$ cat src/verilog/scb_params.svh
// Constants of the shared channel data buffer: widths, depths and counts.
// Assumes it is included by bare name from the package and scb_buffer.
`ifndef SCB_PARAMS_SVH
`define SCB_PARAMS_SVH
`define SCB_DATA_W 64
`define SCB_CHANNELS 8
`define SCB_POOL_DEPTH 16
`define SCB_INFIFO_DEPTH 4
`define SCB_CHAN_W 3
`endif

$ cat src/verilog/scb_pkg.sv
// Types shared by the buffer modules.
// Assumes scb_params.svh is on the include path.
`include "scb_params.svh"
package scb_pkg;
  typedef logic [`SCB_CHAN_W-1:0] scb_chan_t; // Channel number
endpackage : scb_pkg

$ cat src/verilog/scb_entry_if.sv
// Valid/ready carrier for packed buffer entries between the buffer modules.
// Assumes one producer and one consumer on the same clock.
`timescale 1ns/100ps
`default_nettype none
interface scb_entry_if #(parameter int W = 8);
  logic valid; // Entry offered
  logic ready; // Entry taken
  logic [W-1:0] data; // Entry payload
  modport prod (output valid, output data, input ready);
  modport cons (input valid, input data, output ready);
endinterface : scb_entry_if
`default_nettype wire

$ cat src/verilog/scb_buffer.sv
// Shared channel data buffer: packs load read data, holds per-channel queues
// in one linked-list pool, and drains entries unchanged for stores.
// Assumes read beats arrive in order per channel after a load descriptor.
//
// Notes on behaviour
// One shared pool, first-come first-served grants
// Per-channel queues; total never exceeds depth
// Entry width equals data bus; depth parameterised
// Rotate source bytes onto destination lanes
// Shift on entry; drain unchanged on stores
// Destination address and settings set placement
// Incrementing destination packs entries densely
// One read per load, one write per store
// Partial first and last entries accounted
// Pool full stalls read data acceptance
// Byte order kept; drained entries freed
`timescale 1ns/100ps
`default_nettype none
`include "scb_params.svh"
module scb_buffer #(
  parameter int DATA_W = `SCB_DATA_W,
  parameter int DEPTH = `SCB_POOL_DEPTH,
  parameter int IN_DEPTH = `SCB_INFIFO_DEPTH
) (
  input wire logic clk,
  input wire logic rst,
  // Load descriptor, one per load instruction
  input wire logic ld_start,
  input wire scb_pkg::scb_chan_t ld_chan,
  input wire logic [$clog2(DATA_W/8)-1:0] ld_src_off,
  input wire logic [$clog2(DATA_W/8):0] ld_src_size,
  input wire logic ld_src_inc,
  input wire logic [$clog2(DATA_W/8)-1:0] ld_dst_off,
  input wire logic ld_dst_inc,
  input wire logic ld_flush,
  // AXI read data channel
  input wire logic rvalid,
  input wire logic [DATA_W-1:0] rdata,
  input wire scb_pkg::scb_chan_t rid,
  input wire logic rlast,
  output logic rready,
  // Store drain request, one entry per request
  input wire logic st_req,
  input wire scb_pkg::scb_chan_t st_chan,
  output logic st_taken,
  // Write data toward the AXI write channel
  output logic wvalid,
  output logic [DATA_W-1:0] wdata,
  output logic [DATA_W/8-1:0] wstrb,
  output scb_pkg::scb_chan_t wchan,
  input wire logic wready,
  // Pool occupancy
  output logic [$clog2(DEPTH+1)-1:0] used
);
  import scb_pkg::*;
  localparam int L = DATA_W / 8;
  localparam int LW = $clog2(L);
  localparam int CH = `SCB_CHANNELS;
  localparam int PW = $clog2(DEPTH);
  localparam int EW = `SCB_CHAN_W + L + DATA_W;
  localparam int FCW = $clog2(IN_DEPTH+1);

  // Rotate a word left by r byte lanes
  function automatic logic [DATA_W-1:0] rotl(input logic [DATA_W-1:0] v, input logic [LW-1:0] r);
    logic [DATA_W-1:0] o;
    logic [LW-1:0] k;
    o = '0;
    for (int i = 0; i < L; i++) begin
      k = LW'(i) - r;
      o[i*8 +: 8] = v[k*8 +: 8];
    end
    return o;
  endfunction : rotl

  // Lowest free pool slot
  function automatic logic [PW-1:0] first_free(input logic [DEPTH-1:0] busy);
    logic [PW-1:0] idx;
    idx = '0;
    for (int i = DEPTH - 1; i >= 0; i--) begin
      if (!busy[i]) begin
        idx = PW'(i);
      end
    end
    return idx;
  endfunction : first_free

  // Per-channel load settings and packing state
  logic [LW-1:0] src_ptr_reg [CH]; // Next source lane
  logic [LW:0] src_size_reg [CH]; // Beat size in bytes
  logic src_inc_reg [CH]; // Source increments
  logic [LW-1:0] dst_ptr_reg [CH]; // Next destination lane
  logic dst_inc_reg [CH]; // Destination increments
  logic flush_reg [CH]; // Push partial at load end
  logic [DATA_W-1:0] pack_data_reg [CH]; // Partial entry bytes
  logic [L-1:0] pack_strb_reg [CH]; // Partial entry lanes
  logic flush_pend_reg; // Partial entry awaiting push
  scb_chan_t flush_chan_reg; // Channel of that entry
  logic rready_reg; // Registered read ready

  // Shared pool
  logic [DATA_W-1:0] pool_data [DEPTH]; // Entry bytes
  logic [L-1:0] pool_strb [DEPTH]; // Entry lanes
  logic [PW-1:0] pool_next [DEPTH]; // Link to next entry
  logic [DEPTH-1:0] busy_reg; // Slot in use
  logic [PW-1:0] head_reg [CH]; // Oldest entry
  logic [PW-1:0] tail_reg [CH]; // Newest entry
  logic [PW:0] cnt_reg [CH]; // Entries held
  logic [$clog2(DEPTH+1)-1:0] used_reg; // Total held

  // Write output stage
  logic wvalid_reg;
  logic [DATA_W-1:0] wdata_reg;
  logic [L-1:0] wstrb_reg;
  scb_chan_t wchan_reg;
  logic st_taken_reg;

  scb_entry_if #(.W(EW)) pk_if ();
  scb_entry_if #(.W(EW)) pl_if ();
  logic [FCW-1:0] fifo_cnt; // Input FIFO occupancy

  // Beat packing, combinational
  logic beat; // Beat accepted
  logic [LW-1:0] s_lane; // Source start lane
  logic [LW:0] n_bytes; // Useful bytes this beat
  logic [LW-1:0] d_lane; // Destination start lane
  logic [LW:0] end_lane; // Destination end lane
  logic [DATA_W-1:0] rot; // Realigned beat
  logic [L-1:0] take; // Lanes filled by beat
  logic [L-1:0] hi; // Lanes at or above start
  logic done; // Entry completes
  logic [DATA_W-1:0] out_data; // Completed entry bytes
  logic [L-1:0] out_strb; // Completed entry lanes
  logic [DATA_W-1:0] new_data; // Partial after beat
  logic [L-1:0] new_strb; // Partial lanes after beat
  logic [LW-1:0] rel; // Lane relative to start

  assign beat = rvalid && rready_reg;
  always_comb begin
    s_lane = src_ptr_reg[rid];
    n_bytes = src_size_reg[rid] - ((LW+1)'(s_lane) & (src_size_reg[rid] - 1'b1));
    d_lane = dst_ptr_reg[rid];
    end_lane = (LW+1)'(d_lane) + n_bytes;
    rot = rotl(rdata, d_lane - s_lane);
    take = '0;
    hi = '0;
    for (int i = 0; i < L; i++) begin
      rel = LW'(i) - d_lane;
      take[i] = ((LW+1)'(rel) < n_bytes);
      hi[i] = (LW'(i) >= d_lane);
    end
    new_data = pack_data_reg[rid];
    out_data = pack_data_reg[rid];
    for (int i = 0; i < L; i++) begin
      if (take[i]) begin
        new_data[i*8 +: 8] = rot[i*8 +: 8];
      end
      if (take[i] && hi[i]) begin
        out_data[i*8 +: 8] = rot[i*8 +: 8];
      end
    end
    if (!dst_inc_reg[rid]) begin
      // Fixed destination: each beat is its own entry
      done = 1'b1;
      out_data = rot;
      out_strb = take;
      new_strb = '0;
    end else if (end_lane >= (LW+1)'(L)) begin
      // Entry fills; wrapped bytes start the next one
      done = 1'b1;
      out_strb = pack_strb_reg[rid] | (take & hi);
      new_strb = take & ~hi;
    end else begin
      done = 1'b0;
      out_strb = pack_strb_reg[rid];
      new_strb = pack_strb_reg[rid] | take;
    end
  end

  // Packer output toward the input FIFO
  always_comb begin
    pk_if.valid = 1'b0;
    pk_if.data = '0;
    if (flush_pend_reg) begin
      pk_if.valid = 1'b1;
      pk_if.data = {flush_chan_reg, pack_strb_reg[flush_chan_reg], pack_data_reg[flush_chan_reg]};
    end else if (beat && done) begin
      pk_if.valid = 1'b1;
      pk_if.data = {rid, out_strb, out_data};
    end
  end

  scb_fifo #(.W(EW), .DEPTH(IN_DEPTH)) u_in_fifo (
    .clk(clk),
    .rst(rst),
    .in_if(pk_if.cons),
    .out_if(pl_if.prod),
    .count(fifo_cnt)
  );

  // Read ready: room for two more pushes and no flush outstanding
  always_ff @(posedge clk) begin
    if (rst) begin
      rready_reg <= 1'b0;
    end else begin
      rready_reg <= (fifo_cnt < FCW'(IN_DEPTH-1)) && !flush_pend_reg
        && !(beat && rlast && flush_reg[rid] && (new_strb != '0));
    end
  end

  // Flush of a partial last entry after the final beat
  always_ff @(posedge clk) begin
    if (rst) begin
      flush_pend_reg <= 1'b0;
      flush_chan_reg <= '0;
    end else if (flush_pend_reg) begin
      if (pk_if.ready) begin
        flush_pend_reg <= 1'b0;
      end
    end else if (beat && rlast && flush_reg[rid] && (new_strb != '0)) begin
      flush_pend_reg <= 1'b1;
      flush_chan_reg <= rid;
    end
  end

  // Per-channel settings and packing state
  always_ff @(posedge clk) begin
    if (rst) begin
      for (int c = 0; c < CH; c++) begin
        src_ptr_reg[c] <= '0;
        src_size_reg[c] <= (LW+1)'(L);
        src_inc_reg[c] <= 1'b1;
        dst_ptr_reg[c] <= '0;
        dst_inc_reg[c] <= 1'b1;
        flush_reg[c] <= 1'b0;
        pack_data_reg[c] <= '0;
        pack_strb_reg[c] <= '0;
      end
    end else begin
      if (flush_pend_reg && pk_if.ready) begin
        pack_strb_reg[flush_chan_reg] <= '0;
      end
      if (beat) begin
        src_ptr_reg[rid] <= src_inc_reg[rid] ? end_lane[LW-1:0] + (s_lane - d_lane) : s_lane;
        if (dst_inc_reg[rid]) begin
          dst_ptr_reg[rid] <= end_lane[LW-1:0];
        end
        pack_data_reg[rid] <= new_data;
        pack_strb_reg[rid] <= new_strb;
      end
      if (ld_start) begin
        src_ptr_reg[ld_chan] <= ld_src_off;
        src_size_reg[ld_chan] <= ld_src_size;
        src_inc_reg[ld_chan] <= ld_src_inc;
        dst_inc_reg[ld_chan] <= ld_dst_inc;
        flush_reg[ld_chan] <= ld_flush;
        // A flush that empties this channel now counts as empty
        if (pack_strb_reg[ld_chan] == '0 || (flush_pend_reg && pk_if.ready && flush_chan_reg == ld_chan)) begin
          dst_ptr_reg[ld_chan] <= ld_dst_off;
        end
      end
    end
  end

  // Pool write and store pop decisions
  logic alloc; // Entry enters pool
  logic [PW-1:0] alloc_idx; // Slot it takes
  scb_chan_t in_chan; // Owner of that entry
  logic pop; // Store takes an entry
  logic [PW-1:0] pop_idx; // Slot it frees
  assign alloc_idx = first_free(busy_reg);
  assign pl_if.ready = !(&busy_reg);
  assign alloc = pl_if.valid && pl_if.ready;
  assign in_chan = pl_if.data[EW-1 -: `SCB_CHAN_W];
  assign pop = st_req && (cnt_reg[st_chan] != '0) && (!wvalid_reg || wready);
  assign pop_idx = head_reg[st_chan];

  // Entry storage and links
  always_ff @(posedge clk) begin
    if (alloc) begin
      pool_data[alloc_idx] <= pl_if.data[DATA_W-1:0];
      pool_strb[alloc_idx] <= pl_if.data[DATA_W +: L];
      if (cnt_reg[in_chan] != '0) begin
        pool_next[tail_reg[in_chan]] <= alloc_idx;
      end
    end
  end

  // Slot ownership, queue heads, tails and counts
  always_ff @(posedge clk) begin
    if (rst) begin
      busy_reg <= '0;
      used_reg <= '0;
      for (int c = 0; c < CH; c++) begin
        head_reg[c] <= '0;
        tail_reg[c] <= '0;
        cnt_reg[c] <= '0;
      end
    end else begin
      if (pop) begin
        busy_reg[pop_idx] <= 1'b0;
        head_reg[st_chan] <= pool_next[pop_idx];
      end
      if (alloc) begin
        busy_reg[alloc_idx] <= 1'b1;
        tail_reg[in_chan] <= alloc_idx;
        if (cnt_reg[in_chan] == '0 || (pop && st_chan == in_chan && cnt_reg[in_chan] == (PW+1)'(1))) begin
          head_reg[in_chan] <= alloc_idx;
        end
      end
      for (int c = 0; c < CH; c++) begin
        cnt_reg[c] <= cnt_reg[c] + (PW+1)'(alloc && in_chan == scb_chan_t'(c))
          - (PW+1)'(pop && st_chan == scb_chan_t'(c));
      end
      used_reg <= used_reg + ($clog2(DEPTH+1))'(alloc) - ($clog2(DEPTH+1))'(pop);
    end
  end

  // Write output stage: entries leave unchanged
  always_ff @(posedge clk) begin
    if (rst) begin
      wvalid_reg <= 1'b0;
      wdata_reg <= '0;
      wstrb_reg <= '0;
      wchan_reg <= '0;
      st_taken_reg <= 1'b0;
    end else begin
      st_taken_reg <= pop;
      if (pop) begin
        wvalid_reg <= 1'b1;
        wdata_reg <= pool_data[pop_idx];
        wstrb_reg <= pool_strb[pop_idx];
        wchan_reg <= st_chan;
      end else if (wready) begin
        wvalid_reg <= 1'b0;
      end
    end
  end

  assign rready = rready_reg;
  assign st_taken = st_taken_reg;
  assign wvalid = wvalid_reg;
  assign wdata = wdata_reg;
  assign wstrb = wstrb_reg;
  assign wchan = wchan_reg;
  assign used = used_reg;
endmodule : scb_buffer
`default_nettype wire

$ cat src/verilog/scb_fifo.sv
// Small valid/ready FIFO sitting between the packer and the shared pool.
// Assumes a single clock and synchronous active-high reset.
`timescale 1ns/100ps
`default_nettype none
module scb_fifo #(
  parameter int W = 8,
  parameter int DEPTH = 4
) (
  input wire logic clk,
  input wire logic rst,
  scb_entry_if.cons in_if,
  scb_entry_if.prod out_if,
  output logic [$clog2(DEPTH+1)-1:0] count
);
  localparam int AW = $clog2(DEPTH);
  logic [W-1:0] mem [DEPTH]; // Storage words
  logic [AW-1:0] wr_ptr_reg; // Write index
  logic [AW-1:0] rd_ptr_reg; // Read index
  logic [$clog2(DEPTH+1)-1:0] cnt_reg; // Occupancy
  logic push; // Word accepted
  logic pop; // Word delivered

  // Honest full and empty
  assign in_if.ready = (cnt_reg != ($clog2(DEPTH+1))'(DEPTH));
  assign out_if.valid = (cnt_reg != '0);
  assign out_if.data = mem[rd_ptr_reg];
  assign push = in_if.valid && in_if.ready;
  assign pop = out_if.valid && out_if.ready;
  assign count = cnt_reg;

  // Storage write
  always_ff @(posedge clk) begin
    if (push) begin
      mem[wr_ptr_reg] <= in_if.data;
    end
  end

  // Pointers and occupancy
  always_ff @(posedge clk) begin
    if (rst) begin
      wr_ptr_reg <= '0;
      rd_ptr_reg <= '0;
      cnt_reg <= '0;
    end else begin
      if (push) begin
        wr_ptr_reg <= (wr_ptr_reg == AW'(DEPTH-1)) ? '0 : wr_ptr_reg + 1'b1;
      end
      if (pop) begin
        rd_ptr_reg <= (rd_ptr_reg == AW'(DEPTH-1)) ? '0 : rd_ptr_reg + 1'b1;
      end
      if (push && !pop) begin
        cnt_reg <= cnt_reg + 1'b1;
      end else if (pop && !push) begin
        cnt_reg <= cnt_reg - 1'b1;
      end
    end
  end
endmodule : scb_fifo
`default_nettype wire

$ cat config.mk
export PLATFORM = sky130hd
export DESIGN_NAME = scb_buffer
export DESIGN_NICKNAME = d
export VERILOG_FILES = /design/src/verilog/scb_pkg.sv /design/src/verilog/scb_entry_if.sv /design/src/verilog/scb_buffer.sv /design/src/verilog/scb_fifo.sv
export VERILOG_INCLUDE_DIRS = /design/src /design/src/verilog
export SDC_FILE = /design/constraint.sdc
export NUM_CORES = 2
export LEC_CHECK = 0
export BUFFER_PORTS_ARGS = -buffer_cell sky130_fd_sc_hd__buf_2
export CAP_MARGIN = 20
export CORE_UTILIZATION = 37
export CTS_CLUSTER_DIAMETER = 100
export CTS_CLUSTER_SIZE = 25
export DETAILED_ROUTE_END_ITERATION = 12
export PLACE_DENSITY = 0.51
export SYNTH_ARGS = -nofsm -noshare
export SYNTH_HDL_FRONTEND = slang
export SYNTH_SLANG_ARGS = --single-unit
$ cat constraint.sdc
create_clock -name clk -period 7.1 [get_ports clk]
set_input_delay 0.71 -clock clk [delete_from_list [all_inputs] [get_ports clk]]
set_output_delay 0.71 -clock clk [all_outputs]
set_load 0.01 [all_outputs]
==> results.json <==
{
  "worstPathRequired_ps": 7780,
  "max_freq_mhz": 182,
  "grt_max_degree": 143,
  "nets": 8010,
  "yosys_warnings": 0,
  "setup_tns_ps": 0,
  "seqPwrFrac_pct": 48.9,
  "crit_path_cell_trace": "buf_2 > buf_4 > buf_4 > nor2_1 > a221o_1 > a222oi_1 > buf_4 > inv_2 > ha_1 > fa_1 > inv_1 > fa_1 > fa_1 > xnor2_1 > xnor2_1 > xnor2_1 > nand2_1 > xor2_1 > a22o_1",
  "drc": 0,
  "outcome": "finished clean",
  "cp_max_fo": 21,
  "cts_buffers": 114,
  "cts_resized": 0,
  "finalPower_mw": 38.0,
  "postCtsSetupBuffers": 0,
  "clock-sinks": 2415,
  "layout-drive-gt1-share_pct": 12.5,
  "ctsHoldBuffers": 0,
  "timing.final.crit_share_pct": 77.2,
  "grt_overflow": 0,
  "crit_slowest_cell": "xor2_1",
  "port_buffers": 175,
  "die_h_um": 540,
  "ctsHtreeMaxLevel": 3,
  "syn_inst": 7925,
  "seq_area_um2": 70800,
  "ys_types": 84,
  "drt_iter0_markers": 7666,
  "rsz0062_at_grt": "false",
  "syn_area_um2": 107000,
  "wl_per_cell_um": 28.7,
  "gp_congestion": 0.856,
  "critPathTopFamily": "adder cells",
  "crit_path_end_kind": "flip-flop",
  "ir_drop_mv": 0.233,
  "num_io_pins": 176,
  "ant_nets": 0,
  "tightest_slew_ps": 1240,
  "crit_type": "in2reg",
  "multi_input_area_um2": 33600,
  "fin_crit_ps": 5480,
  "final_cell_mix": "edfxtp_1 (2,244), nor2_1 (883), nand2_1 (839), a211oi_1 (453), and2_1 (327)",
  "clockPowerShare_pct": 20.6,
  "clock_latency_ps": 860,
  "critPathBufInv": 6,
  "maxCapViolations": 0,
  "firstDrtPassIters": 6,
  "fin_hold_ws_ps": 164,
  "finalSetupViolations": 0,
  "start_kind": "input port",
  "power_switching_mw": 13.5,
  "syn-num-nets": 8113,
  "largest_reg_flops": 1024,
  "clk_pin_slew_ps": 100,
  "intPower_mw": 24.5,
  "initial_core_util_pct": 37.2,
  "post-route-cell-area_um2": 116000,
  "syn_to_final_growth_pct": 8.48,
  "fillers": 26700,
  "drt-vias-per-instance": 5.88,
  "die-area_um2": 291000,
  "dp_hpwl_mm": 196,
  "track_usage_pct": 22.4,
  "synth_ff_type": "edfxtp_1",
  "seq_area_frac_synth_pct": 66.1,
  "antenna_found_initial": 34,
  "dp_cells": 11500,
  "stdcell_count": 11700,
  "relSlewSlack_pct": 16.4,
  "die_x_um": 540,
  "worstHoldPathType": "in2reg",
  "synthArstFlopShare_pct": 0,
  "synth_edf_count": 2244,
  "place_area_um2": 113000,
  "worstPathArrival_ps": 6160,
  "coreArea_um2": 288000,
  "cpPeakStageDelay_ps": 700,
  "netSwitchingFraction_pct": 35.5,
  "drt_wl_total_mm": 336,
  "comb_power_share_pct": 30.5,
  "clk_path_buf_depth": 3,
  "total_leakage_power_nw": 37.5,
  "cts_root_buf": "clkbuf_16",
  "slew_violations": 0,
  "finClkSkew_ps": 85.0,
  "grt_pass1_wl_mm": 480,
  "ys_seq_elements": 2415,
  "syn_avg_cell_area_um2": 13.5,
  "vias": 68800,
  "hold_violations": 0,
  "cts_tree": "yes",
  "first_global_vias": 66800,
  "rows": 197,
  "layout_commonest_cell": "edfxtp_1",
  "power_density_nw_per_um2": 328
}
layout make-up:
cell class | count | share of cell area, %
sequential | 2415 | 61.0
multi-input combinational | 4779 | 29.0
tap | 3781 | 4.07
clock buffer | 170 | 2.68
timing repair buffer | 378 | 2.43
inverter | 134 | 0.471
clock inverter | 31 | 0.354
antenna | 16 | 0.0345
power groups by stage:
stage          registers [mW]  logic, mW  clock network (mW)
2_1_floorplan            18.7       7.10                   0
3_3_place_gp             18.9       11.4                   0
3_5_place_dp             18.9       11.5                   0
4_1_cts                  18.6       11.6                8.02
5_1_grt                  18.7       12.4                8.43
6_report                 18.6       11.6                7.83
metrics by stage:
stage | setup WS [ps] | utilization, %
floorplan | 328 | -
global placement | 796 | 39.1
detailed placement | 795 | 39.1
CTS | 1670 | 40.3
global route | 1410 | 40.3
finish | 1620 | 40.3
per-layer routing:
layer	vias up	GRT usage (%)	part of all wire, %
met5	-	0	0.059
met4	32	5.54	2.6
met3	483	2.77	6.4
met2	2667	36.9	47
met1	35600	31.4	44
li1	30000	-	-
Yosys cell counts, types with 97 or more instances:
master	number	area [µm²]
nor2_1	883	3310
inv_1	125	469
a21oi_1	184	921
clkbuf_1	497	1870
dfxtp_1	171	3420
a31oi_1	153	957
edfxtp_1	2244	67400
a311oi_1	158	1380
mux2i_1	190	1900
nor3_1	97	485
mux4_2	273	6150
and2_1	333	2080
o21ai_0	100	500
a211oi_1	453	3400
nand2_1	850	3190
a22oi_1	285	2140
worst paths after layout:
check	from	to	slack, ps	depth (start not counted)
worst max-delay path	rid[1]	src_ptr_reg[6][2]	1620	19
worst min register to register	wchan[0]	wchan[0]	460	2
worst min-delay path	st_req	wvalid	160	3
worst max register to register	src_size_reg[6][1]	u_in_fifo.count[2]	1760	20
worst min-delay path: stages:
cell and delay (ps):
buf_2 100, nand3b_1 90, a21oi_1 60
kinds of logic (layout without fill, tap and decap cells):
| logic type | Yosys count | in the layout | synth area share (%) |
|---|---|---|---|
| xor gates and xnor gates | 62 | 62 | 0.626 |
| buffers and inverters | 731 | 713 | 2.67 |
| other | 0 | 16 | 0 |
| AOI/OAI and AO/OA | 1652 | 1652 | 11.0 |
| adders and majority gates | 95 | 95 | 1.22 |
| and+or+nand+nor | 2454 | 2454 | 10.2 |
| DFF | 2415 | 2415 | 66.1 |
| muxes | 516 | 516 | 8.20 |
(Power assumes the default switching activity.)
